===== src/shared/mii_strap_pkg.sv =====
// shared constants and carrier types for the mii port with strap latch
package mii_strap_pkg;

    // ****************************************
    // widths
    // ****************************************
    localparam int NIBBLE_W   = 4;
    localparam int ADDR_W     = 5;
    localparam int MODE_W     = 2;
    localparam int FIFO_DEPTH = 4;

    // ****************************************
    // strap layout
    // ****************************************
    // upper station address bits are fixed, only 0..7 can be strapped
    localparam logic [1:0] ADDR_HI_FIXED = 2'h0;
    localparam int RXD_ADDR0_POS = 3;   // rxd[3] -> address bit 0
    localparam int RXD_ADDR1_POS = 2;   // rxd[2] -> address bit 1
    localparam int RXD_ADDR2_POS = 1;   // rxd[1] -> address bit 2
    localparam int RXD_DUPLEX_POS = 0;  // rxd[0] -> duplex strap

    // ****************************************
    // link clock timing
    // ****************************************
    localparam int CLK_PERIOD_NS  = 10;
    localparam int LINK_HALF_NS   = 60;
    // longest half period, rounded down, never below one cycle
    localparam int LINK_HALF_CYC  = (LINK_HALF_NS / CLK_PERIOD_NS) < 1 ?
                                    1 : (LINK_HALF_NS / CLK_PERIOD_NS);
    localparam int DIV_W          = 8;

    // ****************************************
    // carriers
    // ****************************************
    typedef struct packed {
        logic                err;
        logic [NIBBLE_W-1:0] nibble;
    } nibble_word_t;

    typedef struct packed {
        logic [ADDR_W-1:0] station_address;
        logic              duplex;
        logic [MODE_W-1:0] mode_select;
    } strap_set_t;

    typedef struct packed {
        logic [NIBBLE_W-1:0] rxd;
        logic                rx_clk;
        logic                crs;
    } strap_pins_t;

    typedef struct packed {
        logic                en;
        logic                er;
        logic [NIBBLE_W-1:0] txd;
    } tx_pins_t;

endpackage : mii_strap_pkg


===== src/logic/mii_phy_port_strap_latch.sv =====
// phy side of the mii: link clocks, receive path, transmit capture, straps
`timescale 1ns/1ps

module mii_phy_port_strap_latch
    import mii_strap_pkg::*;
#(
    parameter int HALF_CYC = LINK_HALF_CYC
) (
    input  wire logic                           clk_sys,
    input  wire logic                           srst,
    // user receive stream toward the mac
    input  wire logic                           rx_in_valid,
    output logic                                rx_in_ready,
    input  wire mii_strap_pkg::nibble_word_t    rx_in_data,
    input  wire logic                           rx_carrier,
    // shared receive pins, three signals each, then rx_dv and rx_er as plain outputs
    input  wire logic [mii_strap_pkg::NIBBLE_W-1:0] rxd_in,
    output logic      [mii_strap_pkg::NIBBLE_W-1:0] rxd_out,
    output logic                                rxd_oe,
    input  wire logic                           rx_clk_in,
    output logic                                rx_clk_out,
    output logic                                rx_clk_oe,
    input  wire logic                           crs_in,
    output logic                                crs_out,
    output logic                                crs_oe,
    output logic                                rx_dv,
    output logic                                rx_er,
    // transmit pins
    output logic                                tx_clk,
    input  wire logic                           tx_en,
    input  wire logic [mii_strap_pkg::NIBBLE_W-1:0] txd,
    input  wire logic                           tx_er,
    // user transmit side
    output logic                                tx_valid,
    output mii_strap_pkg::nibble_word_t         tx_data,
    // latched straps
    output mii_strap_pkg::strap_set_t           straps,
    output logic                                straps_valid
);

    import mii_strap_pkg::*;

    // ****************************************
    // input synchronisers
    // ****************************************
    strap_pins_t strap_meta;
    strap_pins_t strap_sync;
    tx_pins_t    tx_meta;
    tx_pins_t    tx_sync;

    // pins are asynchronous to clk_sys; meta stage feeds only the sync stage
    always_ff @(posedge clk_sys) begin
        strap_meta <= '{rxd: rxd_in, rx_clk: rx_clk_in, crs: crs_in};
        strap_sync <= strap_meta;
        tx_meta    <= '{en: tx_en, er: tx_er, txd: txd};
        tx_sync    <= tx_meta;
    end

    // ****************************************
    // reset release and strap capture
    // ****************************************
    logic srst_q;
    logic running;
    wire  release_evt = srst_q && !srst;

    // straps are caught by a clocked edge after release, not by the reset
    always_ff @(posedge clk_sys) begin
        srst_q <= srst;
    end

    // address is built once from the pin map, upper bits tied off
    wire [ADDR_W-1:0] next_address = {
        ADDR_HI_FIXED,
        strap_sync.rxd[RXD_ADDR2_POS],
        strap_sync.rxd[RXD_ADDR1_POS],
        strap_sync.rxd[RXD_ADDR0_POS]
    };
    wire strap_set_t next_straps = '{
        station_address: next_address,
        duplex:          strap_sync.rxd[RXD_DUPLEX_POS],
        mode_select:     {strap_sync.crs, strap_sync.rx_clk}
    };

    // only a release edge writes the straps, so they hold until next reset
    always_ff @(posedge clk_sys) begin
        if (srst) begin
            straps       <= '0;
            straps_valid <= 1'b0;
            running      <= 1'b0;
        end else if (release_evt) begin
            straps       <= next_straps;
            straps_valid <= 1'b1;
            running      <= 1'b1;
        end
    end

    // ****************************************
    // pin direction
    // ****************************************
    // enables rise only once the straps are safely captured
    always_ff @(posedge clk_sys) begin
        if (srst) begin
            rxd_oe    <= 1'b0;
            rx_clk_oe <= 1'b0;
            crs_oe    <= 1'b0;
        end else begin
            rxd_oe    <= running;
            rx_clk_oe <= running;
            crs_oe    <= running;
        end
    end

    // ****************************************
    // link clock divider
    // ****************************************
    logic [DIV_W-1:0] div_cnt;
    logic             link_clk;
    wire              div_wrap = (div_cnt == DIV_W'(HALF_CYC - 1));
    // edge enables toward the mac's view of the clock
    wire              fall_evt = running && div_wrap && link_clk;
    wire              rise_evt = running && div_wrap && !link_clk;

    // one free divider serves both link clocks, so they stay in phase
    always_ff @(posedge clk_sys) begin
        if (srst || !running) begin
            div_cnt  <= '0;
            link_clk <= 1'b0;
        end else if (div_wrap) begin
            div_cnt  <= '0;
            link_clk <= !link_clk;
        end else begin
            div_cnt  <= DIV_W'(div_cnt + 1'b1);
        end
    end

    // both clock pins come from their own flops of the same divider
    always_ff @(posedge clk_sys) begin
        if (srst) begin
            rx_clk_out <= 1'b0;
            tx_clk     <= 1'b0;
        end else begin
            rx_clk_out <= (div_wrap && running) ? !link_clk : link_clk;
            tx_clk     <= (div_wrap && running) ? !link_clk : link_clk;
        end
    end

    // ****************************************
    // receive path
    // ****************************************
    logic         fifo_valid;
    nibble_word_t fifo_data;
    // one nibble leaves per receive clock, at the falling edge
    wire          fifo_take = fall_evt;

    nibble_fifo #(
        .WIDTH ($bits(nibble_word_t)),
        .DEPTH (FIFO_DEPTH)
    ) u_rx_fifo (
        .clk_sys   (clk_sys),
        .srst      (srst),
        .in_valid  (rx_in_valid),
        .in_ready  (rx_in_ready),
        .in_data   (rx_in_data),
        .out_valid (fifo_valid),
        .out_ready (fifo_take),
        .out_data  (fifo_data)
    );

    // change on the falling edge so the mac sees stable data at rising
    always_ff @(posedge clk_sys) begin
        if (srst) begin
            rxd_out   <= '0;
            rx_dv     <= 1'b0;
            rx_er     <= 1'b0;
        end else if (fall_evt) begin
            rxd_out   <= fifo_valid ? fifo_data.nibble : '0;
            rx_dv     <= fifo_valid;
            rx_er     <= fifo_valid && fifo_data.err;
        end
    end

    // carrier follows the same edge as data valid
    always_ff @(posedge clk_sys) begin
        if (srst) begin
            crs_out <= 1'b0;
        end else if (fall_evt) begin
            crs_out <= rx_carrier || fifo_valid;
        end
    end

    // ****************************************
    // transmit capture
    // ****************************************
    // mac updates after our rising edge, so at the next rising event the
    // synchronised copy already holds the settled nibble
    always_ff @(posedge clk_sys) begin
        if (srst) begin
            tx_valid <= 1'b0;
            tx_data  <= '0;
        end else begin
            tx_valid <= rise_evt && tx_sync.en;
            if (rise_evt && tx_sync.en) begin
                tx_data <= '{err: tx_sync.er, nibble: tx_sync.txd};
            end
        end
    end

endmodule : mii_phy_port_strap_latch


===== src/logic/nibble_fifo.sv =====
// small synchronous fifo with valid and ready on both sides
`timescale 1ns/1ps
module nibble_fifo #(
    parameter int WIDTH = 5,
    parameter int DEPTH = 4
) (
    input  wire logic             clk_sys,
    input  wire logic             srst,
    input  wire logic             in_valid,
    output logic                  in_ready,
    input  wire logic [WIDTH-1:0] in_data,
    output logic                  out_valid,
    input  wire logic             out_ready,
    output logic      [WIDTH-1:0] out_data
);

    localparam int PW = (DEPTH > 1) ? $clog2(DEPTH) : 1;
    localparam int CW = $clog2(DEPTH + 1);

    logic [WIDTH-1:0] mem [DEPTH];
    logic [PW-1:0]    wr_ptr;
    logic [PW-1:0]    rd_ptr;
    logic [CW-1:0]    count;
    logic [CW-1:0]    next_count;

    wire push = in_valid && in_ready;
    wire pop  = out_valid && out_ready;

    // ****************************************
    // flags and read port
    // ****************************************
    assign out_valid  = (count != '0);
    // fill level after this edge, so ready can come from a flop
    assign next_count = (push && !pop) ? CW'(count + 1'b1) :
                        (pop && !push) ? CW'(count - 1'b1) : count;
    assign out_data  = mem[rd_ptr];

    function automatic logic [PW-1:0] bump(input logic [PW-1:0] p);
        return (p == PW'(DEPTH - 1)) ? '0 : PW'(p + 1'b1);
    endfunction : bump

    // storage, no reset needed on the data itself
    always_ff @(posedge clk_sys) begin
        if (push) begin
            mem[wr_ptr] <= in_data;
        end
    end

    // pointers and fill level
    always_ff @(posedge clk_sys) begin
        if (srst) begin
            wr_ptr <= '0;
            rd_ptr <= '0;
            count    <= '0;
            in_ready <= 1'b1;
        end else begin
            if (push) wr_ptr <= bump(wr_ptr);
            if (pop)  rd_ptr <= bump(rd_ptr);
            count    <= next_count;
            in_ready <= (next_count != CW'(DEPTH));
        end
    end

endmodule : nibble_fifo


===== config.mk =====
export PLATFORM = sky130hd
export DESIGN_NAME = mii_phy_port_strap_latch
export DESIGN_NICKNAME = d
export VERILOG_FILES = /design/src/shared/mii_strap_pkg.sv /design/src/logic/mii_phy_port_strap_latch.sv /design/src/logic/nibble_fifo.sv
export SDC_FILE = /design/constraint.sdc
export NUM_CORES = 1
export LEC_CHECK = 0
export ABC_AREA = 1
export BUFFER_PORTS_ARGS = -buffer_cell sky130_fd_sc_hd__buf_2
export CORE_MARGIN = 3
export CORE_UTILIZATION = 55
export DETAILED_ROUTE_END_ITERATION = 10
export HOLD_SLACK_MARGIN = 0.05
export PLACE_DENSITY = 0.8
export SLEW_MARGIN = 40
export SYNTH_ARGS = -nofsm -noshare
export SYNTH_HDL_FRONTEND = slang
export SYNTH_SLANG_ARGS = --single-unit

===== constraint.sdc =====
create_clock -name clk_sys -period 3.1 [get_ports clk_sys]
set_clock_uncertainty 0.05 [all_clocks]
set_input_delay 0.465 -clock clk_sys [delete_from_list [all_inputs] [get_ports clk_sys]]
set_output_delay 0.465 -clock clk_sys [all_outputs]
set_load 0.02 [all_outputs]

[Yosys cells after proc, flatten, opt, wreduce, memory -nomap -nowiden]
Memory sizes are Yosys's and may differ from the RTL's. A register that Yosys moved wholly into a read port is not among the register bits.
Index checks and enable logic that the tools add are counted.
Storage, ports and cells
  flip-flop bits (word level): 64
  bits in latches: 0
  RAM bits: 20
  bits in read-only memories: 0
  bits of input ports: 21
  output and inout port bits: 28
  word-level logic and storage cells: 71
  memories kept: 1
Operators by class
  add/sub/neg operators: 5
  $mul: 0
  divide/modulo/power cells: 0
  magnitude comparators: 0
  equality and inequality tests: 4
  shifts and indexed selects: 0
  muxes and demuxes: 10
  bitwise operators: 0
  reduce and logical (&&, ||, !) cells: 19
Memory list
  u_rx_fifo.mem: depth 4, width 5, rd ports 1, clocked after memory_dff 1, write ports 1, line nibble_fifo.sv:20  | logic [WIDTH-1:0] mem [DEPTH];
Operator list (number)
  1-bit logical AND: 10
  8-bit by 1-bit adder with 8-bit output, second input constant: 1
  8-bit by 3-bit equality test with 1-bit output, second input constant: 1
  2-bit 2-to-1 mux: 4
  3-bit 2-to-1 mux: 2
  1-bit logical NOT: 5
  2-bit by 1-bit adder with 2-bit output, second input constant: 2
  2-bit equality test, second input constant: 2
  4-bit 2-to-1 mux: 1
  3-bit by 1-bit adder with 3-bit output, second input constant: 1
  1-bit 2-to-1 mux: 3
  3-bit inequality test, second input constant: 1
  3-bit nonzero test: 1
  3-bit by 1-bit subtractor with 3-bit output, second input constant: 1
  1-bit logical OR: 2
  2-bit OR reduction: 1

[Depth between registers and ports, before layout]
Gate-level depths: netlist of the first run.
  depth after elaboration: 8
  gate-level depth with buffers: 12
  mapped depth without buffers: 12

[Cells and area by module]
A second synthesis of the first run with hierarchy kept.
Second synthesis, totals
  cells, all modules: 303
  area total of the unflattened synthesis: 3056.7 µm²
By module, submodules not included
  mii_phy_port_strap_latch: instances 1, cells each 186, area an instance 1755.4 µm², sequential area each 1121.1 µm²
  nibble_fifo: instances 1, cells each 117, area an instance 1301.2 µm², sequential area each 800.8 µm²

[Least setup slack after synthesis of the first run]
Ideal clock, no wire load.
  path type: flip-flop to flip-flop
  start point: reg div_cnt[0]
  end point: reg u_rx_fifo.in_ready
  setup time: 0.117 ns
  arrival time: 1.576 ns
  data required time: 2.933 ns
  path slack: 1.357 ns
  cell stages (with the launch flop): 12
  path buffers: 0
  clock period less this slack: 1.743 ns
  cells stage by stage: dfxtp_1 > ha_1 > nand3b_1 > nor3_1 > ha_1 > nand2_2 > nand2_1 > nand2_1 > nand2_1 > nand2_1 > nor2_1 > nand2_1
On the way
  word-level cells in the longest chain between the ends: 8
  elaborated cells between the ends (all ways): 10
  classes of those cells: eq/ne: 2; mux: 2; reduce/logical: 6
Ends and longest elaborated chain
  start, declared: line mii_phy_port_strap_latch.sv:116  | logic [DIV_W-1:0] div_cnt;
  start signal, assigned: line mii_phy_port_strap_latch.sv:132  | div_cnt <= DIV_W'(div_cnt + 1'b1);
  8-bit by 3-bit equality test with 1-bit output *: line mii_phy_port_strap_latch.sv:118  | wire div_wrap = (div_cnt == DIV_W'(HALF_CYC - 1));
  1-bit logical AND * (2 in series): line mii_phy_port_strap_latch.sv:120  | wire fall_evt = running && div_wrap && link_clk;
  1-bit logical AND *: line nibble_fifo.sv:27  | wire pop = out_valid && out_ready;
  1-bit logical AND / 1-bit logical NOT (equally long branches): line nibble_fifo.sv:35, nibble_fifo.sv:34
  3-bit 2-to-1 mux / 1-bit logical AND (equally long branches): line nibble_fifo.sv:35, nibble_fifo.sv:34
  3-bit 2-to-1 mux *: line nibble_fifo.sv:34  | assign next_count = (push && !pop) ? CW'(count + 1'b1) :
  3-bit inequality test *: line nibble_fifo.sv:60  | in_ready <= (next_count != CW'(DEPTH));
  end signal, assigned: line nibble_fifo.sv:60
  end, declared: line nibble_fifo.sv:10  | output logic in_ready,
Every way passes the cells marked *; elsewhere a longest branch is shown, timed or not.
A chain may end at the register's enable or synchronous reset.

[Worst setup path in the final report of the first run]
Ends and elaborated chain as after synthesis.

==> results of run 1 <==
cell usage in the layout (no fill, tap or decap):
cell type   count
dfxtp_1        66
nor2_1         48
buf_2          46
nand2_1        35
inv_1          27
o21ai_0        25
edfxtp_1       20
a21oi_1        18
ha_1           12
clkbuf_8        9
nand3_1         6
xor2_1          6
nor2_2          5
nand2_2         3
inv_2           3
inv_6           3
nand3_2         2
nor3b_2         2
conb_1          2
clkinv_2        2
nand3b_1        1
nor3_1          1
o211a_1         1
nand4_1         1
a211oi_1        1
inv_8           1
clkinvlp_4      1
critical path, delay by kind of cell, from the launching register on:
| kind | cells | cell delay [ps] |
|---|---|---|
| simple gates | 9 | 990 |
| fa+ha+maj | 2 | 470 |
| flops | 1 | 400 |
sequential cells by signal, indices dropped and copies added, names as in the netlist, named ones only:
name,cells
crs_out,1
next_address,3
next_straps,3
rx_er,1
tx_valid,1
u_rx_fifo.in_ready,1
u_rx_fifo.rd_ptr,2
u_rx_fifo.mem,20
tx_meta,6
u_rx_fifo.count,3
div_cnt,8
srst_q,1
link_clk,1
running,1
strap_meta,6
crs_oe,1
rx_dv,1
u_rx_fifo.wr_ptr,2
rxd_out,4
tx_sync,6
tx_data,5
straps,6
tx_clk,1
layer usage:
layer / track usage, % / routed length, microns
met2: 29.0 / 2400
met1: 20.3 / 2160
met4: 8.78 / 108
met5: 0 / 0
met3: 5.19 / 276
how the worst min path moves through the flow:
stage / startpoint / to / slack [ps] / depth (start not counted)
2_1_floorplan: strap_meta[5] / next_address[0] / 260 / 0
3_3_place_gp: tx_meta[2] / tx_sync[2] / 260 / 0
3_5_place_dp: strap_meta[1] / next_straps[0] / 260 / 0
4_1_cts: rx_clk_in / strap_meta[1] / 150 / 1
5_1_grt: rxd_in[1] / strap_meta[3] / 150 / 1
6_report: rx_clk_in / strap_meta[1] / 160 / 1
cells by family (layout without fill, tap and decap cells):
group                    after synthesis  after routing
AND/OR/NAND/NOR                      104            104
other                                  1              2
XOR/XNOR                               6              6
adder cells (fa/ha/maj)               12             12
flip-flops                            86             86
buffers and inverters                 40             92
AO/OA/AOI/OAI                         45             45
area by class of cell:
| cell class | count | area share, % |
|---|---|---|
| tap | 70 | 2.55 |
| timing repair buffer | 46 | 6.71 |
| clock buffer | 9 | 3.61 |
| sequential | 86 | 56.0 |
| inverter | 30 | 3.28 |
| multi-input combinational | 169 | 26.2 |
| clock inverter | 7 | 1.61 |
power groups by stage:
| stage | clock (mW) | combinational [mW] | sequential [mW] |
|---|---|---|---|
| 2_1_floorplan | 0 | 0.0785 | 1.24 |
| 3_3_place_gp | 0 | 0.117 | 1.23 |
| 3_5_place_dp | 0 | 0.122 | 1.23 |
| 4_1_cts | 0.720 | 0.123 | 1.21 |
| 5_1_grt | 0.760 | 0.140 | 1.21 |
| 6_report | 0.702 | 0.121 | 1.21 |
==> impl_metrics.env, run 1 <==
export IMPL_status="complete, no violations"
export IMPL_syn_to_final_growth_pct=14.4
export IMPL_yosys_warnings=0
export IMPL_p_int_mw=1.53
export IMPL_cts_sinks=86
export IMPL_placed_area_sq_um=3250
export IMPL_power_mw=2.03
export IMPL_antenna_found_initial=0
export IMPL_routed_via_density=4.79
export IMPL_cts_hold_buffers=0
export IMPL_core_region_area_sq_um=5200
export IMPL_placementRows=26
export IMPL_yosysTopAreaCell="dfxtp_1"
export IMPL_endpoint_kind="register"
export IMPL_netlist_instances=294
export IMPL_synth_top_family_by_area="simple AND/OR/NAND/NOR gates"
export IMPL_synth_ff_type="dfxtp_1"
export IMPL_netlist_area_sq_um=3000
export IMPL_fin_cells=417
export IMPL_hold_class="input pin to register"
export IMPL_hold_violations=0
export IMPL_holdWs_ps=158
export IMPL_switching_share_pct=24.5
export IMPL_start_util_pct=57.6
export IMPL_dieArea_sq_um=6380
export IMPL_synth_edf_count=20
export IMPL_critPathLaunch="div_cnt[0]"
export IMPL_clkPwrFrac_pct=34.5
export IMPL_multi_input_area_sq_um=898
export IMPL_routedWlPerCell_microns=11.8
export IMPL_synthDistinctLibCells=26
export IMPL_seqCellArea_sq_um=1920
export IMPL_io_pins=49
export IMPL_slew_violations=0
export IMPL_num_fill_cells=423
export IMPL_first_global_vias=1930
export IMPL_cts_resized=0
export IMPL_antenna_left=0
export IMPL_insertion_delay_ps=350
export IMPL_comb_power_share_pct=6.0
export IMPL_path_cells="ha_1, nand3b_1, nor3_1, ha_1, nand2_2, nand2_1, nand2_1, nand2_1, nand2_1, nor2_1, nand2_1"
export IMPL_p_seq_share_pct=59.5
export IMPL_post_route_period_util_pct=64.5
export IMPL_slowest_stage="dfxtp_1"
export IMPL_synth_compound_area_share_pct=7.76
export IMPL_pre_cts_slack_ps=1140
export IMPL_cts_htree_levels=3
export IMPL_syn_area_per_cell_sq_um=10.2
export IMPL_port_buffer_count=46
export IMPL_rr_startpoint="div_cnt[0]"
export IMPL_grt_overflow_total=0
export IMPL_drt_iter0_markers=96
export IMPL_final_setup_tns_ps=0
export IMPL_vias=1997
export IMPL_synth_yosys_seq_area_share_pct=64.1
export IMPL_numCtsBuffers=9
export IMPL_reg2reg_to="u_rx_fifo.in_ready"
export IMPL_netlist_top_cells_count="66 x dfxtp_1, 48 x nor2_1, 35 x nand2_1"
export IMPL_fmax_ghz=0.500
export IMPL_nNetsFinal=375
export IMPL_die_h_microns=79.8
export IMPL_rsz0062_at_grt="no"
export IMPL_drt_total_wl_microns=4940
export IMPL_dp_hpwl_microns=3570
export IMPL_worstPathRequired_ps=3300
export IMPL_pwr_density_cell_nw_per_um2=592
export IMPL_path_class="register to register"
export IMPL_place_inst=401
export IMPL_clockBufferDepth=2
export IMPL_drive_gt1_share_pct=22.2
export IMPL_yosys_area_top_type_share_pct=44.1
export IMPL_clk_transition_reported_paths_ps=90
export IMPL_fin_crit_ps=2000
export IMPL_ys_seq_elements=86
export IMPL_synth_simple_gate_area_share_pct=15.2
export IMPL_die_x_microns=79.8
export IMPL_post_route_worst_setup_slack_ps=1100
export IMPL_synthTopCellsByArea="dfxtp_1 44%, edfxtp_1 20%, nor2_1 6.0%"
export IMPL_worst_r2r_path_depth=11
export IMPL_grt_pass1_wl_microns=8400
export IMPL_critPathCapture="u_rx_fifo.in_ready"
export IMPL_grt_max_degree=17
export IMPL_fin_util_pct=65.9
export IMPL_drv_cap=0
export IMPL_critPathMaxStageDelay_ps=400
export IMPL_setup_viol=0
export IMPL_n_antenna_cell=0
export IMPL_crit_arrival_ps=2200
export IMPL_cts_tree="yes"
export IMPL_first_pass_iters=4
export IMPL_vdd_ir_drop_worst_mv=0.479
export IMPL_p_sw_uw=498
export IMPL_critPathMaxFanout=5
export IMPL_synthMuxAreaShare_pct=0
export IMPL_cp_common_cell="nand2_1"
export IMPL_synth_xor_area_share_pct=1.75
export IMPL_stdcell_area_sq_um=3430
export IMPL_startpoint_type="register"
export IMPL_gp_congestion=0.844
export IMPL_r2r_setup_slack_ps=1100
export IMPL_cts_setup_buffers=0
export IMPL_synthMostInstantiatedCell="dfxtp_1"
export IMPL_p_leak_nw=1.54
export IMPL_grtUsageTotal_pct=17.4
export IMPL_synthAdderAreaFrac_pct=5.01
export IMPL_async_flop_share_pct=0
export IMPL_cts_root_buf="clkbuf_8"
export IMPL_drc=0
(Power assumes the default switching activity.)
==> run 2, diff against run 1 <==
Settings changed: CORE_UTILIZATION 55 to 49, PLACE_DENSITY 0.8 to 0.76.
Clock period 3.1 ns to 1.66 ns, I/O delays scaled along.
==> run 2 against run 1 <==
Effect of this change:
- the flow now finishes with violations (negative setup slack)
- routed wire length grew 4.6%
- register-to-register slack lost 1100 ps
- clock-buffer cell count is the same
- critical path type unchanged
- largest power group unchanged
- highest routed layer unchanged
==> impl_metrics.env, run 2 (synthesized netlist as in run 1, its figures left out) <==
export IMPL_startpoint_type="register"
export IMPL_endpoint_kind="register"
export IMPL_critPathMaxStageDelay_ps=330
export IMPL_largestRegisters="u_rx_fifo.mem x20, div_cnt x8"
export IMPL_critPathMaxFanout=4
export IMPL_die_x_microns=84.2
export IMPL_fin_crit_ps=1700
export IMPL_hold_violations=0
export IMPL_stdcell_area_sq_um=3760
export IMPL_insertion_delay_ps=350
export IMPL_crit_arrival_ps=1900
export IMPL_holdWs_ps=67.3
export IMPL_vdd_ir_drop_worst_mv=0.932
export IMPL_switching_share_pct=24.6
export IMPL_final_setup_tns_ps=-47.3
export IMPL_worstMarginPinSlew_ps=510
export IMPL_grt_max_degree=17
export IMPL_first_pass_iters=4
export IMPL_path_class="register to register"
export IMPL_slowest_stage="dfxtp_2"
export IMPL_routed_via_density=4.72
export IMPL_place_inst=415
export IMPL_io_pins=49
export IMPL_first_global_vias=2049
export IMPL_fmax_ghz=0.588
export IMPL_cts_htree_levels=3
export IMPL_p_int_mw=2.89
export IMPL_cp_common_cell="nand2_1"
export IMPL_n_antenna_cell=0
export IMPL_clockBufferDepth=2
export IMPL_final_cell_mix="64 x dfxtp_1, 47 x nor2_1, 46 x buf_2"
export IMPL_antenna_found_initial=0
export IMPL_syn_to_final_growth_pct=25.3
export IMPL_port_buffer_count=46
export IMPL_worst_r2r_path_depth=12
export IMPL_post_route_worst_setup_slack_ps=-41.5
export IMPL_comb_power_share_pct=6.9
export IMPL_cts_sinks=86
export IMPL_drive_gt1_share_pct=29.1
export IMPL_p_leak_nw=1.68
export IMPL_die_h_microns=84.2
export IMPL_rsz0062_at_grt="yes"
export IMPL_drt_total_wl_microns=5170
export IMPL_grt_pass1_wl_microns=8670
export IMPL_final_common_cell="dfxtp_1"
export IMPL_worstPathRequired_ps=1860
export IMPL_setup_viol=3
export IMPL_slew_headroom_pct=65.9
export IMPL_status="complete, but fails checks"
export IMPL_grtUsageTotal_pct=15.5
export IMPL_nNetsFinal=402
export IMPL_antenna_left=0
export IMPL_violations="negative setup slack"
export IMPL_drt_iter0_markers=65
export IMPL_dieArea_sq_um=7100
export IMPL_clk_transition_reported_paths_ps=80
export IMPL_largest_reg_flops=20
export IMPL_hold_class="input pin to register"
export IMPL_drv_cap=0
export IMPL_routedWlPerCell_microns=11.6
export IMPL_start_util_pct=52.5
export IMPL_core_region_area_sq_um=5710
export IMPL_placementRows=27
export IMPL_path_cells="inv_2, ha_4, nand3b_1, nor3_2, ha_2, nand2_4, nand2_4, nand2_2, nand2_1, nand2_1, nor2_1, nand2_1"
export IMPL_grt_overflow_total=0
export IMPL_power_mw=3.83
export IMPL_pwr_density_cell_nw_per_um2=1020
export IMPL_cts_tree="yes"
export IMPL_fin_cells=446
export IMPL_slew_violations=0
export IMPL_clkPwrFrac_pct=34.3
export IMPL_post_route_period_util_pct=103
export IMPL_hold_path_depth=1
export IMPL_placed_area_sq_um=3350
export IMPL_gp_congestion=0.818
export IMPL_fin_util_pct=65.8
export IMPL_drc=0
export IMPL_largest_register="u_rx_fifo.mem"
export IMPL_vias=2105
export IMPL_pre_cts_slack_ps=-79.0
export IMPL_dp_hpwl_microns=3590
export IMPL_cts_root_buf="clkbuf_8"
export IMPL_p_sw_uw=943
export IMPL_numCtsBuffers=9
export IMPL_p_seq_share_pct=58.8
## run 2: repair_timing
| item | 4_1_cts | 5_1_grt |
|---|---|---|
| endpoints found under the setup margin | 5 | 20 |
| pin swaps | 2 | 10 |
| hold buffers | 13 | 0 |
| resized for setup | 4 | 22 |
| buffers inserted | 3 | 2 |
| hold endpoints to repair | 16 | 0 |
## run 2: power by group through the flow
stage          sequential (mW)  combinational (mW)  clock (mW)
2_1_floorplan             2.31               0.147           0
3_5_place_dp              2.30               0.232           0
5_1_grt                   2.27               0.302        1.45
3_3_place_gp              2.30               0.223           0
6_report                  2.26               0.264        1.31
4_1_cts                   2.26               0.257        1.36
## run 2: routing by layer
| layer | part of all wire (%) | GRT usage [%] | wire [microns] |
|---|---|---|---|
| met1 | 43 | 18.1 | 2240 |
| met2 | 49 | 25.4 | 2510 |
| met3 | 6.4 | 6.67 | 331 |
| met4 | 1.6 | 5.26 | 85 |
| met5 | 0 | 0 | 0 |
## run 2: critical path: cells and delay by family, from the launching register on
family	cells	cell delay [ps]
flops	1	330
simple gates	9	770
buf+inv	1	50
fa+ha+maj	2	390
## run 2: final timing paths
| check | start | endpoint | slack [ps] |
|---|---|---|---|
| min reg2reg | strap_meta[2] | next_straps[2] | 280 |
| max | div_cnt[1] | u_rx_fifo.in_ready | -40 |
| max reg2reg | div_cnt[1] | u_rx_fifo.in_ready | -40 |
| min | rx_in_data[3] | u_rx_fifo.mem[2][3] | 70 |
## run 2: area by class of cell
| class | instances | area [sq um] |
|---|---|---|
| well taps | 72 | 90.1 |
| flip-flops and latches | 86 | 1920 |
| clock buffers | 9 | 124 |
| repair buffers | 73 | 469 |
| multi-input cells | 169 | 972 |
| inverters | 30 | 121 |
| fillers | 445 | 1950 |
| clock inverters | 7 | 56.3 |
